**config.mk**
```make
export PLATFORM = sky130hd
export DESIGN_NAME = ccrs_top
export DESIGN_NICKNAME = d
export VERILOG_FILES = /design/src/ccrs_pkg.sv /design/src/ccrs_top.sv /design/src/ccrs_pin_sync.sv
export VERILOG_INCLUDE_DIRS = /design/src
export SDC_FILE = /design/constraint.sdc
export NUM_CORES = 1
export LEC_CHECK = 0
export BUFFER_PORTS_ARGS = -buffer_cell sky130_fd_sc_hd__buf_2
export CORE_MARGIN = 3
export CORE_UTILIZATION = 51
export CTS_CLUSTER_DIAMETER = 30
export CTS_CLUSTER_SIZE = 10
export DETAILED_ROUTE_END_ITERATION = 7
export PLACE_DENSITY = 0.8
export SYNTH_ARGS = -nofsm -noshare
export SYNTH_HDL_FRONTEND = slang
export SYNTH_SLANG_ARGS = --single-unit
```
**constraint.sdc**
```tcl
create_clock -name clk -period 1.3 [get_ports clk]
set_input_delay 0.065 -clock clk [delete_from_list [all_inputs] [get_ports clk]]
set_output_delay 0.065 -clock clk [all_outputs]
set_load 0.01 [all_outputs]
```
**src/ccrs_params.svh**
```systemverilog
// timing counts and reset values for the clock divide and reset sync block
`ifndef CCRS_PARAMS_SVH
`define CCRS_PARAMS_SVH

// synchroniser depth for pin inputs
`define CCRS_SYNC_STAGES        3
// pin inputs: {bus_grant_request, system_clear_request_n, osc_in_pin}
`define CCRS_PIN_WIDTH          3
// idle levels of the pin synchronisers: request asserted, osc and grant low
`define CCRS_PIN_RESET_VAL      3'h0
// core clock half periods from request seen high to first bus activity
`define CCRS_BUS_START_HALVES   4'hd
// core clock falling edges from request seen high to reset release
`define CCRS_RELEASE_FALLS      2'h2
// oscillator falling edges from request sampled low to pins in reset
`define CCRS_ASSERT_FALLS       2'h2

`endif

```
**src/ccrs_pkg.sv**
```systemverilog
// types shared by the clock divide and reset sync block
package ccrs_pkg;

    // synchronised pin levels, grouped
    typedef struct packed {
        logic bus_grant_request;
        logic system_clear_request_n;
        logic osc_in_pin;
    } ccrs_pins_t;

    // reset sequencer states, gray coded along run, assert, held, release
    typedef enum logic [1:0] {
        CCRS_RUN     = 2'h0,
        CCRS_ASSERT  = 2'h1,
        CCRS_HELD    = 2'h3,
        CCRS_RELEASE = 2'h2
    } ccrs_state_t;

endpackage : ccrs_pkg

```
**src/ccrs_top.sv**
```systemverilog
// core clock divider, reset synchroniser and reset-time bus grant
`timescale 1ns/1ps
`include "ccrs_params.svh"

module ccrs_top (
    input  wire logic clk,
    input  wire logic rst,
    input  wire logic osc_in_pin,
    input  wire logic system_clear_request_n,
    input  wire logic bus_grant_request,
    output logic      osc_out_pin,
    output logic      core_clock_out,
    output logic      system_reset,
    output logic      phase_realign_pulse,
    output logic      bus_active,
    output logic      bus_grant_ack,
    output logic      prefetch_enable
);

    ccrs_pkg::ccrs_pins_t  pins_raw;
    ccrs_pkg::ccrs_pins_t  pins;
    logic                  osc_prev_r;
    logic                  osc_prev_nxt;
    logic                  osc_fall;
    logic                  req_smp_r;
    logic                  req_smp_nxt;
    logic                  smp_fall;
    logic                  smp_rise;
    logic                  core_clock_out_r;
    logic                  core_clock_out_nxt;
    logic                  skip_r;
    logic                  skip_nxt;
    logic                  arm_r;
    logic                  arm_nxt;
    logic                  pulse_r;
    logic                  pulse_nxt;
    logic                  osc_out_r;
    logic                  osc_out_nxt;
    logic                  clk_fall;
    ccrs_pkg::ccrs_state_t state_r;
    ccrs_pkg::ccrs_state_t state_nxt;
    logic [1:0]            fall_cnt_r;
    logic [1:0]            fall_cnt_nxt;
    logic                  sysrst_r;
    logic                  sysrst_nxt;
    logic [3:0]            half_cnt_r;
    logic [3:0]            half_cnt_nxt;
    logic                  counting_r;
    logic                  counting_nxt;
    logic                  bus_r;
    logic                  bus_nxt;

    // pins pass the three stage synchroniser
    assign pins_raw.osc_in_pin             = osc_in_pin;
    assign pins_raw.system_clear_request_n = system_clear_request_n;
    assign pins_raw.bus_grant_request      = bus_grant_request;

    ccrs_pin_sync #(
        .WIDTH     (`CCRS_PIN_WIDTH),
        .RESET_VAL (`CCRS_PIN_RESET_VAL)
    ) u_sync (
        .clk       (clk),
        .rst       (rst),
        .pin_in    (pins_raw),
        .level_out (pins)
    );

    // oscillator falling edge detect and request sampling
    always_comb begin
        osc_prev_nxt = pins.osc_in_pin;
        osc_fall     = osc_prev_r & ~pins.osc_in_pin;
        req_smp_nxt  = osc_fall ? pins.system_clear_request_n : req_smp_r;
        smp_fall     = osc_fall & req_smp_r & ~pins.system_clear_request_n;
        smp_rise     = osc_fall & ~req_smp_r & pins.system_clear_request_n;
        pulse_nxt    = smp_fall;
        osc_out_nxt  = ~pins.osc_in_pin;                                    // inverter image
    end

    always_ff @(posedge clk or posedge rst) begin
        if (rst) begin
            osc_prev_r <= 1'b0;
            req_smp_r  <= 1'b0;
            pulse_r    <= 1'b0;
            osc_out_r  <= 1'b1;
        end else begin
            osc_prev_r <= osc_prev_nxt;
            req_smp_r  <= req_smp_nxt;
            pulse_r    <= pulse_nxt;
            osc_out_r  <= osc_out_nxt;
        end
    end

    // divide by two with phase realignment on reset exit
    always_comb begin
        core_clock_out_nxt = core_clock_out_r;
        skip_nxt   = skip_r;
        arm_nxt    = arm_r | pulse_r;
        if (osc_fall) begin
            if (skip_r) begin
                skip_nxt = 1'b0;                            // second low cycle
            end else if (smp_rise && arm_r && core_clock_out_r) begin
                core_clock_out_nxt = 1'b0;                          // skip a beat
                skip_nxt   = 1'b1;
                arm_nxt    = 1'b0;
            end else begin
                core_clock_out_nxt = ~core_clock_out_r;
                if (smp_rise) begin
                    arm_nxt = 1'b0;                         // already in phase
                end
            end
        end
    end

    assign clk_fall = osc_fall & core_clock_out_r & ~core_clock_out_nxt;

    // divider keeps running in reset and hold; state held if oscillator stops
    always_ff @(posedge clk or posedge rst) begin
        if (rst) begin
            core_clock_out_r <= 1'b0;
            skip_r   <= 1'b0;
            arm_r    <= 1'b1;
        end else begin
            core_clock_out_r <= core_clock_out_nxt;
            skip_r   <= skip_nxt;
            arm_r    <= arm_nxt;
        end
    end

    // reset sequencer
    always_comb begin
        state_nxt    = state_r;
        fall_cnt_nxt = fall_cnt_r;
        sysrst_nxt   = sysrst_r;
        case (state_r)
            ccrs_pkg::CCRS_RUN: begin
                if (osc_fall && !pins.system_clear_request_n) begin
                    state_nxt    = ccrs_pkg::CCRS_ASSERT;   // first fall sampled low
                    fall_cnt_nxt = 2'h1;
                end
            end
            ccrs_pkg::CCRS_ASSERT: begin
                if (osc_fall) begin
                    if (pins.system_clear_request_n) begin
                        state_nxt    = ccrs_pkg::CCRS_RUN;  // too short a request
                        fall_cnt_nxt = 2'h0;
                    end else if (fall_cnt_r + 2'h1 == `CCRS_ASSERT_FALLS) begin
                        state_nxt    = ccrs_pkg::CCRS_HELD;
                        sysrst_nxt   = 1'b1;
                        fall_cnt_nxt = 2'h0;
                    end else begin
                        fall_cnt_nxt = fall_cnt_r + 2'h1;
                    end
                end
            end
            ccrs_pkg::CCRS_HELD: begin
                sysrst_nxt = 1'b1;
                if (smp_rise) begin
                    state_nxt    = ccrs_pkg::CCRS_RELEASE;
                    fall_cnt_nxt = 2'h0;
                end
            end
            ccrs_pkg::CCRS_RELEASE: begin
                if (osc_fall && !pins.system_clear_request_n) begin
                    state_nxt    = ccrs_pkg::CCRS_HELD;     // request back low
                    fall_cnt_nxt = 2'h0;
                end else if (clk_fall) begin
                    if (fall_cnt_r + 2'h1 == `CCRS_RELEASE_FALLS) begin
                        state_nxt    = ccrs_pkg::CCRS_RUN;
                        sysrst_nxt   = 1'b0;                // release on core fall
                        fall_cnt_nxt = 2'h0;
                    end else begin
                        fall_cnt_nxt = fall_cnt_r + 2'h1;
                    end
                end
            end
            default: begin
                state_nxt    = ccrs_pkg::CCRS_HELD;
                sysrst_nxt   = 1'b1;
                fall_cnt_nxt = 2'h0;
            end
        endcase
    end

    // cold start enters held reset at once
    always_ff @(posedge clk or posedge rst) begin
        if (rst) begin
            state_r    <= ccrs_pkg::CCRS_HELD;
            fall_cnt_r <= 2'h0;
            sysrst_r   <= 1'b1;
        end else begin
            state_r    <= state_nxt;
            fall_cnt_r <= fall_cnt_nxt;
            sysrst_r   <= sysrst_nxt;
        end
    end

    // bus start delay counted in core clock half periods
    always_comb begin
        half_cnt_nxt = half_cnt_r;
        counting_nxt = counting_r;
        bus_nxt      = bus_r;
        if (sysrst_nxt && state_nxt != ccrs_pkg::CCRS_RELEASE) begin
            half_cnt_nxt = 4'h0;                            // reset stops the bus
            counting_nxt = 1'b0;
            bus_nxt      = 1'b0;
        end else if (smp_rise && state_r == ccrs_pkg::CCRS_HELD) begin
            half_cnt_nxt = 4'h0;                            // request seen high
            counting_nxt = 1'b1;
        end else if (counting_r && osc_fall && (core_clock_out_nxt != core_clock_out_r)) begin
            if (half_cnt_r + 4'h1 == `CCRS_BUS_START_HALVES) begin
                counting_nxt = 1'b0;
                bus_nxt      = 1'b1;
                half_cnt_nxt = 4'h0;
            end else begin
                half_cnt_nxt = half_cnt_r + 4'h1;
            end
        end
    end

    always_ff @(posedge clk or posedge rst) begin
        if (rst) begin
            half_cnt_r <= 4'h0;
            counting_r <= 1'b0;
            bus_r      <= 1'b0;
        end else begin
            half_cnt_r <= half_cnt_nxt;
            counting_r <= counting_nxt;
            bus_r      <= bus_nxt;
        end
    end

    // outputs
    assign osc_out_pin         = osc_out_r;
    assign core_clock_out      = core_clock_out_r;
    assign system_reset        = sysrst_r;
    assign phase_realign_pulse = pulse_r;
    assign bus_active          = bus_r;
    assign bus_grant_ack       = sysrst_r & pins.bus_grant_request;
    assign prefetch_enable     = bus_r & ~bus_grant_ack;             // no prefetch in hold

endmodule : ccrs_top

```
**src/ccrs_pin_sync.sv**
```systemverilog
// three stage pin synchroniser with agreement filter
`timescale 1ns/1ps
`include "ccrs_params.svh"

module ccrs_pin_sync #(
    parameter int                   WIDTH     = `CCRS_PIN_WIDTH,
    parameter logic [WIDTH-1:0]     RESET_VAL = `CCRS_PIN_RESET_VAL
) (
    input  wire logic               clk,
    input  wire logic               rst,
    input  wire logic [WIDTH-1:0]   pin_in,
    output logic      [WIDTH-1:0]   level_out
);

    logic [WIDTH-1:0] s1_r;
    logic [WIDTH-1:0] s2_r;
    logic [WIDTH-1:0] s3_r;
    logic [WIDTH-1:0] level_r;
    logic [WIDTH-1:0] level_nxt;

    // accept a change once stages two and three agree
    genvar g;
    generate
        for (g = 0; g < WIDTH; g++) begin : g_bit
            always_comb begin
                level_nxt[g] = (s2_r[g] == s3_r[g]) ? s3_r[g] : level_r[g];
            end
        end
    endgenerate

    // shift chain and filtered level
    always_ff @(posedge clk or posedge rst) begin
        if (rst) begin
            s1_r    <= RESET_VAL;
            s2_r    <= RESET_VAL;
            s3_r    <= RESET_VAL;
            level_r <= RESET_VAL;
        end else begin
            s1_r    <= pin_in;
            s2_r    <= s1_r;
            s3_r    <= s2_r;
            level_r <= level_nxt;
        end
    end

    assign level_out = level_r;

endmodule : ccrs_pin_sync

```
==> impl_results.md <==
- Status: finished, violations left
- Failing checks: setup timing
- Setup TNS: -1.99 ns
- Peak VDD IR: 1110 uV
- Post-DRT Antenna Nets: 0
- Drt first pass iters: 4
- Die area: around 3300 sq um
- Fin crit period: roughly 1.5 ns
- CTS tree: built
- ANT cells: 0
- TritonCTS Sinks: 30
- Pleak: between 0.0008 and 0.0009 uW
- Crit-path max cell delay: between 0.4 and 0.5 ns
- Synth Area in XOR/XNOR: roughly 1.3%
- PD cells: 1500 nW/um^2
- HP Class: flop to flop
- GRT busiest layer: met2
- Main area contributors after synthesis: dfrtp_1, dfstp_2, nand2_1
- Setup crit start: half_cnt_r[1]$_DFFE_PP0P_
- Mux contribution to synthesized area: 0%
- Clk buf depth: 2
- Largest net degree at the start of global routing: 31
- Kind of critical path: flop to flop
- FF-to-FF Start: half_cnt_r[1]$_DFFE_PP0P_
- Overall Global Routing Usage: 20.9%
- PortBufs: 11
- P&R area growth vs syn: 43.0%
- Pins Over Slew Limit: 0
- Post-Synth Adder-Cell Area: between 4 and 5%
- Most frequent cells after synthesis: dfrtp_1, nand2_1, a21oi_1, nor2_1, inv_1
- Met1 usage: between 20% and 30%
- Startpoint Class: flop
- Yosys reg bits: 30
- Largest delay contributor family on the critical path: simple AND/OR/NAND/NOR gates
- Arrival time worst endpoint: between 1.5 and 2 ns
- F_max: 652 MHz
- GRT met3 Usage: roughly 6.3%
- Drt drc: 0
- Final Hold Viols: 0
- R2r endpoint: counting_r$_DFFE_PP0P_
- Vias in the first global route: 1110
- Total grt overflow: 0
- CP most frequent cell: nand2b_4
- Worst Max-Slew Pin Slew: 0.359 ns
- Nets@finish: 182
- Synth Area in Compound Gates: a little under an eighth
- Final period util: 118%
- Share of cells above drive strength 1: 50.6%
- Simple-gate share of the synthesized area: 23.7%
- R2R setup slack: -0.23 ns
- Relative slew slack: 76.1%
- Detailed placement HPWL: approximately 2000 microns
- Worst-path clk slew: ~0.1 ns
- Total CTS buffers: 5
- RSZ-0062 raised after global routing: yes
- I/O pin count: 12
- Die Ht: 57.4 microns
- Cells after Synth: 122
- Power, Total: 2890 uW
- Post-route worst setup slack: -0.234 ns
- CP bufs+invs: 0
- Worst Skew: roughly 0.0080 ns
- Synthesized netlist net count: 129
- Root Driver: clkbuf_4
- WL/cell: 16.1 microns
- Distinct cells, synth: 40
- Yosys warns: 0
- Routability cong.: 0.955
- Initial Util: 54.0%
- Sequential fraction of the synthesis area: between 50% and 60%
- Setup violations, final: 11
- Avg Cell Area, Syn: 11.1 sq um
- Max Cap Viol: 0
- Post-synth EDFFs: 0
- # H-tree levels: 2
- Top_reg_cell synth: dfrtp_1
- Top-count cell post-synth: dfrtp_1
- Vias: 1141
- Setup crit end kind: flop
- DR iter-0 viols: 33
- Crit path to: counting_r$_DFFE_PP0P_
- Cell row count: 18
- R2R cell count: 6
- Netlist Area Pre-Place: 1350 sq um
- Worst-path fanout max: 4
- Vias per Instance: roughly 5.5
- Worst path required time: ~1.5 ns
- Clk Latency, worst-skew pair: 0.33 ns
- GR Layer Usage met2: 33.9%
- Slowest cell on crit path: dfrtp_1
- Cell Chain, Critical Path: ha_2, nand2b_4, nor4_4, a41o_1, nand2b_4, a21oi_2
- Largest family of logic cells by synthesized area: simple AND/OR/NAND/NOR gates
- Synth area leader: dfrtp_1
- WP depth: 6
- Core area: 2500 sq um
- Area fraction of the dominant cell type after synthesis: roughly 46%
- Initial antenna violation count: 0
- Die width: ~57 microns
- Ys async rst share: 100%
- First-pass GRT wire length: 5150 microns
- WL final: 3310 microns
state kept, by name (all words and copies together), names as in the netlist:
signal,cells
arm_r,1
bus_active,1
core_clock_out,1
counting_r,1
fall_cnt_r,2
half_cnt_r,4
osc_out_pin,1
osc_prev_r,1
phase_realign_pulse,1
req_smp_r,1
skip_r,1
state_r,2
system_reset,1
u_sync.level_out,3
u_sync.s1_r,3
u_sync.s2_r,3
u_sync.s3_r,3
metrics by stage:
stage	hold WS (ns)	cells	setup WS [ns]	utilization, %	cell area (sq um)
6_report	0.362	206	-0.234	77.2	1930
2_1_floorplan	0.0964	122	-0.142	-	1380
4_1_cts	0.360	204	-0.165	73.7	1840
3_5_place_dp	0.170	186	-0.190	65.5	1640
3_3_place_gp	0.142	186	-0.150	65.5	1640
5_1_grt	0.364	206	-0.310	77.2	1930
how the worst min path moves through the flow:
| stage | startpoint | end | slack (ns) | cells past startpoint |
|---|---|---|---|---|
| after CTS | rst | u_sync.s2_r[1]$_DFF_PP0_ | 0.36 | 4 |
| after global placement | rst | u_sync.s1_r[1]$_DFF_PP0_ | 0.14 | 3 |
| after floorplan | osc_in_pin | u_sync.s1_r[0]$_DFF_PP0_ | 0.1 | 0 |
| after detailed placement | rst | bus_active$_DFFE_PP0P_ | 0.17 | 3 |
| after global routing | bus_grant_request | u_sync.s1_r[2]$_DFF_PP0_ | 0.36 | 2 |
| final | u_sync.s1_r[0]$_DFF_PP0_ | u_sync.s2_r[0]$_DFF_PP0_ | 0.36 | 0 |
final cells by class:
| cell class | count | area, sq um |
|---|---|---|
| clock inverters | 3 | 45.0 |
| inverters | 7 | 26.3 |
| repair buffers | 47 | 343 |
| well taps | 30 | 37.5 |
| clock buffers | 5 | 37.5 |
| flip-flops and latches | 30 | 759 |
| fillers | 156 | 571 |
| multi-input cells | 84 | 681 |
layout by cell type (no fill, tap or decap), drive strengths merged, types with 2 or more instances in the layout:
cell type | netlist | final
clkinvlp | 0 | 2
o21a | 2 | 2
dfstp | 5 | 5
dlygate4sd3 | 0 | 4
nor3b | 2 | 2
nor2 | 9 | 9
nor2b | 2 | 2
a21oi | 10 | 10
nand2 | 14 | 14
xor2 | 2 | 2
and2 | 5 | 5
dfrtp | 25 | 25
buf | 1 | 43
o21ai | 2 | 2
ha | 2 | 2
clkbuf | 0 | 5
and2b | 2 | 2
inv | 7 | 7
or2 | 2 | 2
nand2b | 6 | 6
maj3 | 3 | 3
nor3 | 3 | 3
nand3 | 2 | 2
cells by family (layout without fill, tap and decap cells):
| group | after synthesis | after routing |
|---|---|---|
| compound gates | 23 | 23 |
| flops | 30 | 30 |
| fa+ha+maj | 5 | 5 |
| xor+xnor | 2 | 2 |
| simple gates | 54 | 54 |
| buf+inv | 8 | 62 |
report_power, final:
part / internal (uW) / switching [uW] / total (uW)
Combinational: 496 / 415 / 911
Clock: 403 / 345 / 749
Sequential: 1100 / 128 / 1230
Total: 2000 / 888 / 2890
per-layer routing:
layer	share of wire (%)	wire [microns]
met3	4.5	150
met4	2.1	71
met2	51	1700
met5	0	0
met1	42	1380
what timing repair did:
action,4_1_cts,5_1_grt
hold endpoints to repair,28,0
setup buffers,6,2
endpoints found under the setup margin,9,13
resized for setup,10,12
hold buffers,4,0
pin swaps,7,5
(Power assumes the default switching activity.)
